**config.mk**
```make
export PLATFORM = sky130hd
export DESIGN_NAME = sdc_ctrl
export DESIGN_NICKNAME = d
export VERILOG_FILES = /design/src/rtl/sdc_pkg.sv /design/src/rtl/sdc_addr_map.sv /design/src/rtl/sdc_ctrl.sv
export SDC_FILE = /design/constraint.sdc
export NUM_CORES = 1
export LEC_CHECK = 0
export ABC_CLOCK_PERIOD_IN_PS = 2950
export BUFFER_PORTS_ARGS = -buffer_cell sky130_fd_sc_hd__clkbuf_2
export CAP_MARGIN = 10
export CORE_MARGIN = 2
export CORE_UTILIZATION = 52
export DETAILED_ROUTE_END_ITERATION = 8
export PLACE_DENSITY_LB_ADDON = 0.08
export SLEW_MARGIN = 10
export SYNTH_ARGS = -nofsm -noshare
export SYNTH_HDL_FRONTEND = slang
export SYNTH_SLANG_ARGS = --single-unit
export TNS_END_PERCENT = 1
```
**constraint.sdc**
```tcl
create_clock -name core_clk -period 2.95 [get_ports core_clk]
set_input_delay 0.295 -clock core_clk [delete_from_list [all_inputs] [get_ports core_clk]]
set_output_delay 0.295 -clock core_clk [all_outputs]
set_load 0.005 [all_outputs]
```
**src/rtl/sdc_pkg.sv**
```systemverilog
// shared constants, command codes and carriers of the sdram control word block
package sdc_pkg;
	localparam int SDC_REGIONS = 4;
	localparam int SDC_REG_W = 2;
	localparam int SDC_RA_W = 4;
	localparam logic [SDC_RA_W-1:0] SDC_CTL_OFS = 4'h0;
	localparam int SDC_RET_BIT = 0;
	localparam int SDC_TRC_LSB = 12;
	localparam int SDC_TRP_LSB = 16;
	localparam int SDC_ACT_TO_COLUMN_DELAY_FIELD_LSB = 20;
	localparam int SDC_INIT_BIT = 24;
	localparam int SDC_REFRESH_ON_BIT_BIT = 25;
	localparam int SDC_LWID_BIT = 26;
	localparam int SDC_CSZ_LSB = 26;
	localparam int SDC_RSZ_LSB = 28;
	localparam int SDC_BSZ_BIT = 30;
	localparam int SDC_PALL_BIT = 10;
	localparam logic [31:0] SDC_WMASK_NEW = 32'h7EFF_F001;
	localparam logic [31:0] SDC_WMASK_OLD = 32'h06FF_F000;
	localparam logic [31:0] SDC_RST_NEW = 32'h0248_F000;
	localparam logic [31:0] SDC_RST_OLD = 32'h0288_F000;
	localparam logic SDC_INIT_RST = 1'b1;
	localparam logic [3:0] SDC_MRS_WAIT = 4'h1;
	localparam logic [12:0] SDC_MODE_WORD = 13'h0022;
	localparam logic [3:0] SDC_COLS_8 = 4'h8;
	localparam logic [3:0] SDC_COLS_9 = 4'h9;
	localparam logic [3:0] SDC_COLS_10 = 4'hA;
	localparam logic [3:0] SDC_ROWS_11 = 4'hB;
	localparam logic [3:0] SDC_ROWS_12 = 4'hC;
	localparam logic [3:0] SDC_ROWS_13 = 4'hD;

	typedef enum logic [2:0] {
		SDC_NOP  = 3'b000,
		SDC_ACT  = 3'b001,
		SDC_RD   = 3'b010,
		SDC_WR   = 3'b011,
		SDC_PALL = 3'b100,
		SDC_REF  = 3'b101,
		SDC_MRS  = 3'b110,
		SDC_SELF = 3'b111
	} sdc_cmd_e;

	typedef enum logic [3:0] {
		ST_IDLE     = 4'b0000,
		ST_INIT_RF1 = 4'b0001,
		ST_INIT_RF2 = 4'b0010,
		ST_INIT_MRS = 4'b0011,
		ST_INIT_END = 4'b0100,
		ST_COL      = 4'b0101,
		ST_CLOSE    = 4'b0110,
		ST_SR_ENTER = 4'b0111,
		ST_SELF     = 4'b1000
	} sdc_state_e;

	typedef struct packed {
		sdc_cmd_e               cmd;
		logic [SDC_REGIONS-1:0] cs;
		logic [1:0]             bank;
		logic [12:0]            addr;
	} sdc_cmd_s;

	typedef struct packed {
		logic       legacy;
		logic       lwid;
		logic [1:0] csz;
		logic [1:0] rsz;
		logic       bsz;
	} sdc_geom_s;
endpackage

```
**src/rtl/sdc_addr_map.sv**
```systemverilog
// splits a linear word address into column, bank and row by the geometry setting
`timescale 1ns/100ps
`default_nettype none
module sdc_addr_map (
	input  wire sdc_pkg::sdc_geom_s geom,
	input  wire logic [31:0]        lin_addr,
	output logic [9:0]              col,
	output logic [1:0]              bank,
	output logic [12:0]             row
);
	import sdc_pkg::*;

	logic [3:0]  ncol;
	logic [3:0]  nrow;
	logic [3:0]  nbank;
	logic [31:0] upper;

	always_comb begin
		ncol = SDC_COLS_9;
		nrow = SDC_ROWS_11;
		nbank = 4'h1;
		if (geom.legacy) begin
			ncol = geom.lwid ? SDC_COLS_8 : SDC_COLS_9;
		end else begin
			case (geom.csz)
				2'b01: ncol = SDC_COLS_8;
				2'b10: ncol = SDC_COLS_10;
				default: ncol = SDC_COLS_9;
			endcase
			case (geom.rsz)
				2'b01: nrow = SDC_ROWS_12;
				2'b10: nrow = SDC_ROWS_13;
				default: nrow = SDC_ROWS_11;
			endcase
			nbank = geom.bsz ? 4'h2 : 4'h1;
		end
		upper = lin_addr >> ncol;
		col = 10'(lin_addr & ((32'h1 << ncol) - 32'h1));
		bank = 2'(upper & ((32'h1 << nbank) - 32'h1));
		row = 13'((upper >> nbank) & ((32'h1 << nrow) - 32'h1));
	end
endmodule
`default_nettype wire

```
**src/rtl/sdc_ctrl.sv**
```systemverilog
// sdram control word register with init, refresh, access and self-refresh sequencing
//
// The implementer's own choices: the placing of the registers and the plain strobed port.
`timescale 1ns/100ps
`default_nettype none
// Summary of operation
// - one control word serves every region marked as sdram alike.
// - bits 15..12 hold row cycle time as cycles minus one, reset 1111.
// - bits 19..16 hold precharge time as cycles minus one, reset 1000.
// - bits 23..20 set row-open to column spacing; write data leads by one.
// - init bit reads one after reset and clears fast with no sdram.
// - bit 25 enables periodic refresh, reset one.
// - legacy bit 26 picks 9 column pins when zero, 8 when one.
// - column code 00 is 9 pins, 01 is 8, 10 is 10, 11 reserved.
// - row code 00 is 11 pins, 01 is 12, 10 is 13, 11 reserved.
// - bit 30 picks one bank pin when zero, two when one.
// - retention bit with sdram present puts the memory into self-refresh.
// - without sdram the retention bit drives clock enable inverted.
// - second instance keeps bit 0 as plain storage, reset zero.
module sdc_ctrl #(
	parameter bit FIRST_INST = 1'b1,
	parameter bit LEGACY     = 1'b0
) (
	input  wire logic                        core_clk,
	input  wire logic                        sys_rst,
	input  wire logic [sdc_pkg::SDC_RA_W-1:0] reg_addr,
	input  wire logic [31:0]                 reg_wdata,
	input  wire logic                        reg_wr,
	input  wire logic                        reg_rd,
	output logic [31:0]                      reg_rdata,
	input  wire logic [sdc_pkg::SDC_REGIONS-1:0] region_sdram,
	input  wire logic                        refresh_tick,
	input  wire logic                        acc_req,
	input  wire logic                        acc_write,
	input  wire logic [sdc_pkg::SDC_REG_W-1:0] acc_region,
	input  wire logic [31:0]                 acc_addr,
	output logic                             acc_ack,
	output logic                             wr_lead,
	output var sdc_pkg::sdc_cmd_s            mem_cmd,
	output logic                             mem_cke
);
	import sdc_pkg::*;

	localparam logic [31:0] WMASK = LEGACY ? SDC_WMASK_OLD : SDC_WMASK_NEW;
	localparam logic [31:0] RST_VAL = LEGACY ? SDC_RST_OLD : SDC_RST_NEW;
	localparam logic [31:0] RMASK = WMASK | (32'h1 << SDC_INIT_BIT);

	if ((1 << SDC_REG_W) < SDC_REGIONS) begin : g_chk
		$error("region select too narrow for the region count");
	end

	sdc_state_e             state;
	logic [3:0]             cnt;
	logic [31:0]            ctl;
	logic                   init;
	logic                   ref_pend;
	logic [9:0]             col_q;
	logic [SDC_REGIONS-1:0] acc_cs;
	logic [1:0]             bank_q;
	logic                   acc_wr_q;
	logic [3:0]             row_cycle_time_field;
	logic [3:0]             precharge_time_field;
	logic [3:0]             act_to_column_delay_field;
	logic                   refresh_on_bit;
	logic                   ret_want;
	logic                   sdram_any;
	logic                   ctl_hit;
	logic                   idle;
	logic                   go_init;
	logic                   go_sr;
	logic                   go_ref;
	logic                   go_act;
	logic                   col_go;
	logic                   init_clr;
	sdc_geom_s              geom;
	logic [9:0]             map_col;
	logic [1:0]             map_bank;
	logic [12:0]            map_row;

	assign row_cycle_time_field = ctl[SDC_TRC_LSB +: 4];
	assign precharge_time_field = ctl[SDC_TRP_LSB +: 4];
	assign act_to_column_delay_field = ctl[SDC_ACT_TO_COLUMN_DELAY_FIELD_LSB +: 4];
	assign refresh_on_bit = ctl[SDC_REFRESH_ON_BIT_BIT];
	// retention only on the first instance
	assign ret_want = FIRST_INST && ctl[SDC_RET_BIT];
	// any sdram region enables the sequencer
	assign sdram_any = |region_sdram;
	assign ctl_hit = reg_addr == SDC_CTL_OFS;

	assign geom.legacy = LEGACY;
	assign geom.lwid = ctl[SDC_LWID_BIT];
	assign geom.csz = ctl[SDC_CSZ_LSB +: 2];
	assign geom.rsz = ctl[SDC_RSZ_LSB +: 2];
	assign geom.bsz = ctl[SDC_BSZ_BIT];

	sdc_addr_map u_map (
		.geom     (geom),
		.lin_addr (acc_addr),
		.col      (map_col),
		.bank     (map_bank),
		.row      (map_row)
	);

	assign idle = (state == ST_IDLE) && (cnt == 4'h0);
	assign go_init = idle && init && sdram_any;
	assign go_sr = idle && !init && ret_want && sdram_any;
	assign go_ref = idle && !init && !ret_want && ref_pend && refresh_on_bit && sdram_any;
	assign go_act = idle && !init && !ret_want && !(ref_pend && refresh_on_bit)
		&& acc_req && region_sdram[acc_region];
	assign col_go = (state == ST_COL) && (cnt == 4'h0);
	// no sdram region means nothing to initialise
	assign init_clr = ((state == ST_INIT_END) && (cnt == 4'h0))
		|| (idle && init && !sdram_any);
	assign acc_ack = col_go;

	always_ff @(posedge core_clk) begin
		if (sys_rst) begin
			ctl <= RST_VAL;
		end else if (reg_wr && ctl_hit) begin
			ctl <= (ctl & ~WMASK) | (reg_wdata & WMASK);
		end
	end

	// a written one wins over the self-clear
	always_ff @(posedge core_clk) begin
		if (sys_rst) begin
			init <= SDC_INIT_RST;
		end else if (reg_wr && ctl_hit && reg_wdata[SDC_INIT_BIT]) begin
			init <= 1'b1;
		end else if (init_clr) begin
			init <= 1'b0;
		end
	end

	always_ff @(posedge core_clk) begin
		if (sys_rst) begin
			reg_rdata <= 32'h0000_0000;
		end else if (reg_rd && ctl_hit) begin
			reg_rdata <= (ctl & WMASK) | (32'(init) << SDC_INIT_BIT);
		end else begin
			reg_rdata <= 32'h0000_0000;
		end
	end

	// tick sets even while the served pending is cleared
	always_ff @(posedge core_clk) begin
		if (sys_rst) begin
			ref_pend <= 1'b0;
		end else if (refresh_tick) begin
			ref_pend <= 1'b1;
		end else if (go_ref || !refresh_on_bit || state == ST_SELF) begin
			ref_pend <= 1'b0;
		end
	end

	// geometry is captured when the row opens
	always_ff @(posedge core_clk) begin
		if (sys_rst) begin
			col_q <= 10'h000;
			acc_cs <= '0;
			acc_wr_q <= 1'b0;
			bank_q <= 2'h0;
		end else if (go_act) begin
			col_q <= map_col;
			acc_cs <= SDC_REGIONS'(1) << acc_region;
			acc_wr_q <= acc_write;
			bank_q <= map_bank;
		end
	end

	always_ff @(posedge core_clk) begin
		if (sys_rst) begin
			state <= ST_IDLE;
			cnt <= 4'h0;
			mem_cmd <= '0;
		end else begin
			mem_cmd <= '0;
			if (cnt != 4'h0) begin
				cnt <= cnt - 4'h1;
			end else begin
				case (state)
					ST_IDLE: begin
						if (go_init || go_sr) begin
							mem_cmd.cmd <= SDC_PALL;
							mem_cmd.cs <= region_sdram;
							mem_cmd.addr[SDC_PALL_BIT] <= 1'b1;
							cnt <= precharge_time_field;
							state <= go_init ? ST_INIT_RF1 : ST_SR_ENTER;
						end else if (go_ref) begin
							mem_cmd.cmd <= SDC_REF;
							mem_cmd.cs <= region_sdram;
							cnt <= row_cycle_time_field;
						end else if (go_act) begin
							mem_cmd.cmd <= SDC_ACT;
							mem_cmd.cs <= SDC_REGIONS'(1) << acc_region;
							mem_cmd.bank <= map_bank;
							mem_cmd.addr <= map_row;
							cnt <= act_to_column_delay_field;
							state <= ST_COL;
						end
					end
					ST_INIT_RF1, ST_INIT_RF2: begin
						mem_cmd.cmd <= SDC_REF;
						mem_cmd.cs <= region_sdram;
						cnt <= row_cycle_time_field;
						state <= (state == ST_INIT_RF1) ? ST_INIT_RF2 : ST_INIT_MRS;
					end
					ST_INIT_MRS: begin
						mem_cmd.cmd <= SDC_MRS;
						mem_cmd.cs <= region_sdram;
						mem_cmd.addr <= SDC_MODE_WORD;
						cnt <= SDC_MRS_WAIT;
						state <= ST_INIT_END;
					end
					ST_INIT_END: begin
						state <= ST_IDLE;
					end
					ST_COL: begin
						mem_cmd.cmd <= acc_wr_q ? SDC_WR : SDC_RD;
						mem_cmd.cs <= acc_cs;
						mem_cmd.bank <= bank_q;
						mem_cmd.addr <= {3'b000, col_q};
						cnt <= row_cycle_time_field;
						state <= ST_CLOSE;
					end
					ST_CLOSE: begin
						mem_cmd.cmd <= SDC_PALL;
						mem_cmd.cs <= acc_cs;
						mem_cmd.addr[SDC_PALL_BIT] <= 1'b1;
						cnt <= precharge_time_field;
						state <= ST_IDLE;
					end
					ST_SR_ENTER: begin
						mem_cmd.cmd <= SDC_SELF;
						mem_cmd.cs <= region_sdram;
						state <= ST_SELF;
					end
					ST_SELF: begin
						if (!ret_want || !sdram_any) begin
							cnt <= row_cycle_time_field;
							state <= ST_IDLE;
						end
					end
					default: begin
						state <= ST_IDLE;
					end
				endcase
			end
		end
	end

	// write data one cycle ahead of the column write
	always_ff @(posedge core_clk) begin
		if (sys_rst) begin
			wr_lead <= 1'b0;
		end else begin
			wr_lead <= ((state == ST_COL) && (cnt == 4'h1) && acc_wr_q)
				|| (go_act && (act_to_column_delay_field == 4'h0) && acc_write);
		end
	end

	// clock enable as plain output without sdram
	always_ff @(posedge core_clk) begin
		if (sys_rst) begin
			mem_cke <= 1'b1;
		end else if (sdram_any) begin
			mem_cke <= !(((state == ST_SR_ENTER) && (cnt == 4'h0))
				|| ((state == ST_SELF) && ret_want));
		end else begin
			mem_cke <= !ret_want;
		end
	end

	logic [4:0] act_age;
	logic [3:0] act_to_column_delay_field_q;
	logic       two_banks_q;

	always_ff @(posedge core_clk) begin
		if (sys_rst) begin
			act_age <= 5'h1F;
			act_to_column_delay_field_q <= 4'h0;
			two_banks_q <= 1'b0;
		end else if (go_act) begin
			act_age <= 5'h00;
			act_to_column_delay_field_q <= act_to_column_delay_field;
			two_banks_q <= !LEGACY && geom.bsz;
		end else if (act_age != 5'h1F) begin
			act_age <= act_age + 5'h01;
		end
	end
endmodule
`default_nettype wire

```
After elaboration in Yosys (flattened, before gate mapping)
Index checks and enable logic that the tools add are counted.
{"block": "word_totals", "reg_bits": 115, "input_bits": 81, "output_inout_bits": 57}
{"block": "op_classes", "bitwise": 9, "reduce_logical": 55, "mux": 33, "eq_ne": 18, "shifts": 6, "n_addsub": 4, "order_cmp": 1}
{"cell": "$pmux 7 s6", "n": 1}
{"cell": "$mux 4", "n": 10}
{"cell": "$or 32x31->32", "n": 1}
{"cell": "$shr 32x2->13", "n": 1}
{"cell": "$shr 32x4->32", "n": 1}
{"cell": "$or 31x25->31", "n": 1}
{"cell": "$pmux 10 s3", "n": 1}
{"cell": "$logic_and 1x1->1", "n": 26}
{"cell": "$pmux 4 s6", "n": 1}
{"cell": "$mux 20", "n": 1}
{"cell": "$pmux 4 s5", "n": 1}
{"cell": "$eq 4x3->1 const B", "n": 4}
{"cell": "$logic_not 4->1", "n": 4}
{"cell": "$mux 15", "n": 1}
{"cell": "$mux 7", "n": 2}
{"cell": "$and 13x13->13", "n": 1}
{"cell": "$shl 1x4->13 const A", "n": 1}
{"cell": "$sub 13x1->13 const B", "n": 1}
{"cell": "$and 10x10->10", "n": 1}
{"cell": "$mux 10", "n": 1}
{"cell": "$shl 1x4->10 const A", "n": 1}
{"cell": "$sub 10x1->10 const B", "n": 1}
{"cell": "$eq 4x1->1 const B", "n": 2}
{"cell": "$eq 4x2->1 const B", "n": 2}
{"cell": "other kinds (32)", "n": 59}

Depth between registers and ports, before layout
{"block": "logic_depth", "ltp_word": 12, "depth_mapped": 9, "ltp_nobuf": 7}

Cells and area by module
From an unflattened synthesis, not the netlist that was laid out.
{"block": "hier_totals", "cells_unflattened": 565, "hier_area_um2": 4822.1}
{"module": "sdc_ctrl", "instances": 1, "area_per_inst_um2": 3867.5, "seq_area_each_um2": 1801.7, "cells_per_inst": 450}
{"module": "sdc_addr_map", "instances": 1, "area_per_inst_um2": 954.7, "seq_area_each_um2": 0.0, "cells_per_inst": 115}

Worst setup path after synthesis
Ideal clock, no wire load.
{"block": "synth_path", "kind": "reg2reg", "start": "register ctl[26]", "end": "register mem_cmd[3] (netlist bit)", "required_time_ns": 2.823, "path_buffers": 2, "stages_incl_launch_ff": 9, "period_less_slack_ns": 2.373, "setup_time_ns": 0.127, "arrival_time_ns": 2.247, "path_slack_ns": 0.577, "path_cell_list": "dfxtp_1 -> inv_1 -> ha_1 -> clkbuf_1 -> buf_2 -> mux4_2 -> mux2_2 -> a22oi_1 -> nor2_1"}
{"block": "synth_via", "elab_chain_cells": 9}
{"element": "start: declaration", "line_no": "sdc_ctrl.sv:54", "rtl": "logic [31:0] ctl;"}
{"element": "start signal: assignment", "line_no": "sdc_ctrl.sv:120", "rtl": "ctl <= (ctl & ~WMASK) | (reg_wdata & WMASK);"}
{"element": "$eq 2x2->1 / $eq 2x1->1 (equally long branches)", "line_no": "sdc_addr_map.sv:25", "rtl": "case (geom.csz)"}
{"element": "$pmux 2 s2 *", "line_no": "sdc_addr_map.sv:25"}
{"element": "$shr 32x4->32 *", "line_no": "sdc_addr_map.sv:37", "rtl": "upper = lin_addr >> ncol;"}
{"element": "$shr 32x2->13 *", "line_no": "sdc_addr_map.sv:40", "rtl": "row = 13'((upper >> nbank) & ((32'h1 << nrow) - 32'h1));"}
{"element": "$and 13x13->13 *", "line_no": "sdc_addr_map.sv:40"}
{"element": "$mux 20 *", "line_no": "sdc_ctrl.sv:193", "rtl": "end else if (go_act) begin"}
{"element": "$mux 15 *", "line_no": "sdc_ctrl.sv:189", "rtl": "end else if (go_ref) begin"}
{"element": "$mux 10 *", "line_no": "sdc_ctrl.sv:183", "rtl": "if (go_init || go_sr) begin"}
{"element": "$pmux 10 s3 *", "line_no": "sdc_ctrl.sv:181", "rtl": "case (state)"}
{"element": "end: declaration", "line_no": "sdc_ctrl.sv:39", "rtl": "output var sdc_pkg::sdc_cmd_s mem_cmd,"}
Mark *: on every way between the ends. The rest lies on a longest branch, timed or not.
A chain may end at the register's enable or synchronous reset.

Final worst setup path
{"block": "layout_path", "start": "register cnt[0]", "end": "register mem_cmd[1] (netlist bit)"}
{"block": "layout_via", "elab_chain_cells": 11}
{"element": "start: declaration", "line_no": "sdc_ctrl.sv:53", "rtl": "logic [3:0] cnt;"}
{"element": "start signal: assignment", "line_no": "sdc_ctrl.sv:179", "rtl": "cnt <= cnt - 4'h1;"}
{"element": "start signal: assignment", "line_no": "sdc_ctrl.sv:187", "rtl": "cnt <= precharge_time_field;"}
{"element": "start signal: assignment", "line_no": "sdc_ctrl.sv:192", "rtl": "cnt <= row_cycle_time_field;"}
{"element": "$logic_not 4->1", "line_no": "sdc_ctrl.sv:104", "rtl": "assign idle = (state == ST_IDLE) && (cnt == 4'h0);"}
{"element": "$logic_and 1x1->1", "line_no": "sdc_ctrl.sv:104"}
{"element": "$logic_and 1x1->1", "line_no": "sdc_ctrl.sv:106, sdc_ctrl.sv:107, sdc_ctrl.sv:108"}
{"element": "$logic_and 1x1->1", "line_no": "sdc_ctrl.sv:107, sdc_ctrl.sv:108"}
{"element": "$logic_and 1x1->1", "line_no": "sdc_ctrl.sv:108", "rtl": "assign go_act = idle && !init && !ret_want && !(ref_pend && refresh_on_bit)"}
{"element": "$logic_and 1x1->1 (2 in series)", "line_no": "sdc_ctrl.sv:109", "rtl": "&& acc_req && region_sdram[acc_region];"}
{"element": "$mux 20", "line_no": "sdc_ctrl.sv:193"}
{"element": "$mux 15", "line_no": "sdc_ctrl.sv:189"}
{"element": "$mux 10", "line_no": "sdc_ctrl.sv:183"}
{"element": "$pmux 10 s3", "line_no": "sdc_ctrl.sv:181"}
Parallel ways exist; a longest one is shown, timed or not.

==> summary.md <==
| Metric | Value |
|---|---|
| Fin nets | `690` |
| Antenna violations before repair | `0` |
| Pwr Density | `636 nW/µm²` |
| CP Data Required Time | `3.25 ns` |
| DP Wirelength | `8.35 mm` |
| Critical Path Max Stage Delay | `0.47 ns` |
| Area fraction of the dominant cell type after synthesis | `40.2%` |
| DR pass1 iterations | `4` |
| Cell Area, Synth | `4480 µm²` |
| RSZ-0062 raised after global routing | `false` |
| Initial DRC count | `246` |
| RR Endpoint | `mem_cmd[1]$_SDFF_PP0_` |
| R2R setup slack | `0.44 ns` |
| Synth unique cells | `68` |
| Yosys warning total | `0` |
| Inserted Clock Buffers | `9` |
| DR WL/cell | `16.0 µm` |
| Worst r2r path cells | `8` |
| Leading area contributor after synthesis | `dfxtp_1` |
| Clk pin slew, worst setup/hold paths | `0.09 ns` |
| Hold Violations, Final | `0` |
| Outcome | `finished, final reports clean` |
| DRC | `0` |
| Buf/Inv on CP | `2` |
| Part of the Yosys area used for sequential elements | `40.2%` |
| Worst Setup Path Type | `flop to flop` |
| Worst path top cell family by delay | `simple AND/OR/NAND/NOR gates` |
| Remaining Overflow, GRT | `0` |
| Largest net degree at the start of global routing | `40` |
| Gpl congestion | `0.894` |
| Tmin final | `2.51 ns` |
| Count of final setup violators | `0` |
| Port bufs | `107` |
| LEAKAGE | `2.19 nW` |
| Vert. Die Dim | `96.8 µm` |
| Die width | `96.8 µm` |
| Hold Path Class | `primary input to flop` |
| IO Count | `138` |
| Vias in the first global route | `3687` |
| Worst r2r src | `cnt[0]$_SDFFE_PP0P_` |
| Synth Instances | `503` |
| Max_slew headroom | `46.6%` |
| Synth-to-layout area growth | `18.0%` |
| Die area | `9380 µm²` |
| All-Layer GR Usage | `24.6%` |
| Worst Hold End | `ctl[19]$_SDFFE_PP1P_` |
| Worst Max-Slew Pin Slew | `0.800 ns` |
| Clock Tree Buf Depth | `2` |
| Post-Route Skew | `0.0108 ns` |
| Startpoint Class | `flop` |
| Tcrit/Tclk final | `85.2%` |
| Critical Path Slowest Stage Cell | `nor3b_1` |
| Crit-path max FO | `14` |
| Row cnt | `33` |
| Max-cap violations | `0` |
| CP cell instances | `inv_1, ha_1, nor3b_1, nand4_1, or2_1, buf_4, o22a_1, nor2_1` |
| H-tree levels | `3` |
| PostCTS Resize Cnt | `0` |
| Sinks on Clock Net | `90` |
| Ranking of synthesized cells by area | `dfxtp_1 (40%), nand2_1 (7.4%), mux4_2 (5.5%)` |
| Placed Area | `5040 µm²` |
| Number of setup buffers added after CTS | `0` |
| WL final | `11.4 mm` |
| Share of layout cells above drive strength 1 | `28.1%` |
| Max-slew violations | `0` |
| Post-DRT Antenna Nets | `0` |
| Starting density of the core | `54.0%` |
| Vias | `3993` |
| Crit path DAT | `2.81 ns` |
| Prevailing post-synth register cell | `dfxtp_1` |
| Ys async rst share | `0%` |
| CTS tree | `done` |
| Crit path capture type | `flop` |
| Synthesized area per cell | `8.91 µm²` |
| Detailed-route vias per instance | `5.62` |
| Register bit total from synthesis | `90` |
| Hold depth | `3` |
| EDFF count, synth | `0` |
| CORE AREA | `8300 µm²` |
| Fmax | `0.398 GHz` |
| # hold bufs at CTS | `0` |
| Finished Cell Area | `5290 µm²` |
| Hold_sp | `reg_wdata[19]` |
| Global-route wire length before repair | `18.8 mm` |
| Clk root buf | `clkbuf_8` |
| Setup Total Neg Slack | `0 ns` |
| Diodes inserted | `0` |
| Clock Latency Late Sink | `0.36 ns` |
| Max rail drop VDD | `0.311 mV` |
-- cells in the mapped netlist, drive strengths merged, types with 6 or more instances --
cell    number
clkbuf      21
mux2i       18
a22oi        9
inv          9
a21oi       49
nand2       88
o21ai        9
mux4        11
nand3       15
nor4         6
ha           9
dfxtp       90
nor2        30
and2        21
buf         24
nand2b       7
a31oi        6
mux2        10
-- registers in the layout (all words and copies together), names as in the netlist --
signal     count
cnt            4
col_q         10
bank_q         2
ref_pend       1
init           1
reg_rdata     20
mem_cke        1
acc_cs         4
state          4
mem_cmd       22
ctl           19
acc_wr_q       1
wr_lead        1
-- worst register-to-register path: cells and delay by family (launching register included) --
kind | cells | cell delay, ns
AO/OA/AOI/OAI | 1 | 0.22
AND/OR/NAND/NOR | 4 | 1.24
flip-flops | 1 | 0.36
buffers and inverters | 2 | 0.40
adder cells (fa/ha/maj) | 1 | 0.22
-- how the worst max path moves through the flow --
| stage | from | endpoint | slack [ns] | cells after the start |
|---|---|---|---|---|
| floorplan | ctl[26]$_SDFFE_PP0P_ | mem_cmd[3]$_SDFF_PP0_ | 0.58 | 8 |
| global placement | cnt[0]$_SDFFE_PP0P_ | mem_cmd[5]$_SDFF_PP0_ | 0.58 | 8 |
| detailed placement | cnt[0]$_SDFFE_PP0P_ | mem_cmd[1]$_SDFF_PP0_ | 0.51 | 8 |
| CTS | cnt[0]$_SDFFE_PP0P_ | mem_cmd[1]$_SDFF_PP0_ | 0.45 | 8 |
| global route | cnt[0]$_SDFFE_PP0P_ | mem_cmd[1]$_SDFF_PP0_ | 0.20 | 8 |
| finish | cnt[0]$_SDFFE_PP0P_ | mem_cmd[1]$_SDFF_PP0_ | 0.44 | 8 |
-- cells by family after synthesis --
family,share of synthesized area [%]
other,0.0837
XOR/XNOR,0.391
multiplexers,12.1
AO/OA/AOI/OAI,17.0
adder cells (fa/ha/maj),2.51
flip-flops,40.2
buffers and inverters,6.34
AND/OR/NAND/NOR,21.4
-- power breakdown --
part	switching, W	leakage, nW	internal, W	total, W
sequential	0.000101	0.728	0.00127	0.00137
combinational	0.000551	1.34	0.000412	0.000963
clock	0.000454	0.120	0.000570	0.00102
-- through the flow --
stage	worst slack (ns)	hold WS, ns	utilization (%)	instances	power (W)
4_1_cts	0.454	0.131	63.7	710	0.00336
5_1_grt	0.196	0.132	63.7	710	0.00355
6_report	0.435	0.131	63.7	710	0.00336
3_3_place_gp	0.576	0.440	60.7	694	0.00233
2_1_floorplan	0.577	0.415	-	514	0.00209
3_5_place_dp	0.505	0.447	60.7	694	0.00235
-- routing by layer --
| layer | part of all wire [%] | track usage, % | up-vias |
|---|---|---|---|
| met5 | 0 | 0 | - |
| met4 | 1.8 | 8.67 | 0 |
| met3 | 7.1 | 5.42 | 17 |
| met2 | 46 | 38.9 | 157 |
| met1 | 45 | 33.1 | 1850 |
| li1 | - | - | 1969 |
-- area by class of cell --
type	instances	area [µm²]
Sequential cell	90	1800
Clock buffer	9	124
Inverter	10	37.5
Tap cell	105	131
Timing Repair Buffer	120	633
Multi-Input combinational cell	369	2440
Fill cell	716	3010
Clock inverter	7	124
-- placed cells by master, fill, tap and decap left out, drive strengths merged, types with 5 or more instances in the layout --
| master | Yosys | final |
|---|---|---|
| nor2 | 30 | 30 |
| mux2 | 10 | 10 |
| mux4 | 11 | 11 |
| nor4 | 6 | 6 |
| conb | 1 | 12 |
| a31oi | 6 | 6 |
| mux2i | 18 | 18 |
| nand2b | 7 | 7 |
| buf | 24 | 13 |
| nand4 | 5 | 5 |
| dfxtp | 90 | 90 |
| nand2 | 88 | 88 |
| inv | 9 | 11 |
| o21ai | 9 | 9 |
| ha | 9 | 9 |
| nor3 | 5 | 5 |
| clkbuf | 21 | 116 |
| a22oi | 9 | 9 |
| and2 | 21 | 21 |
| a21oi | 49 | 49 |
| nand3 | 15 | 15 |
(Power assumes the default switching activity.)
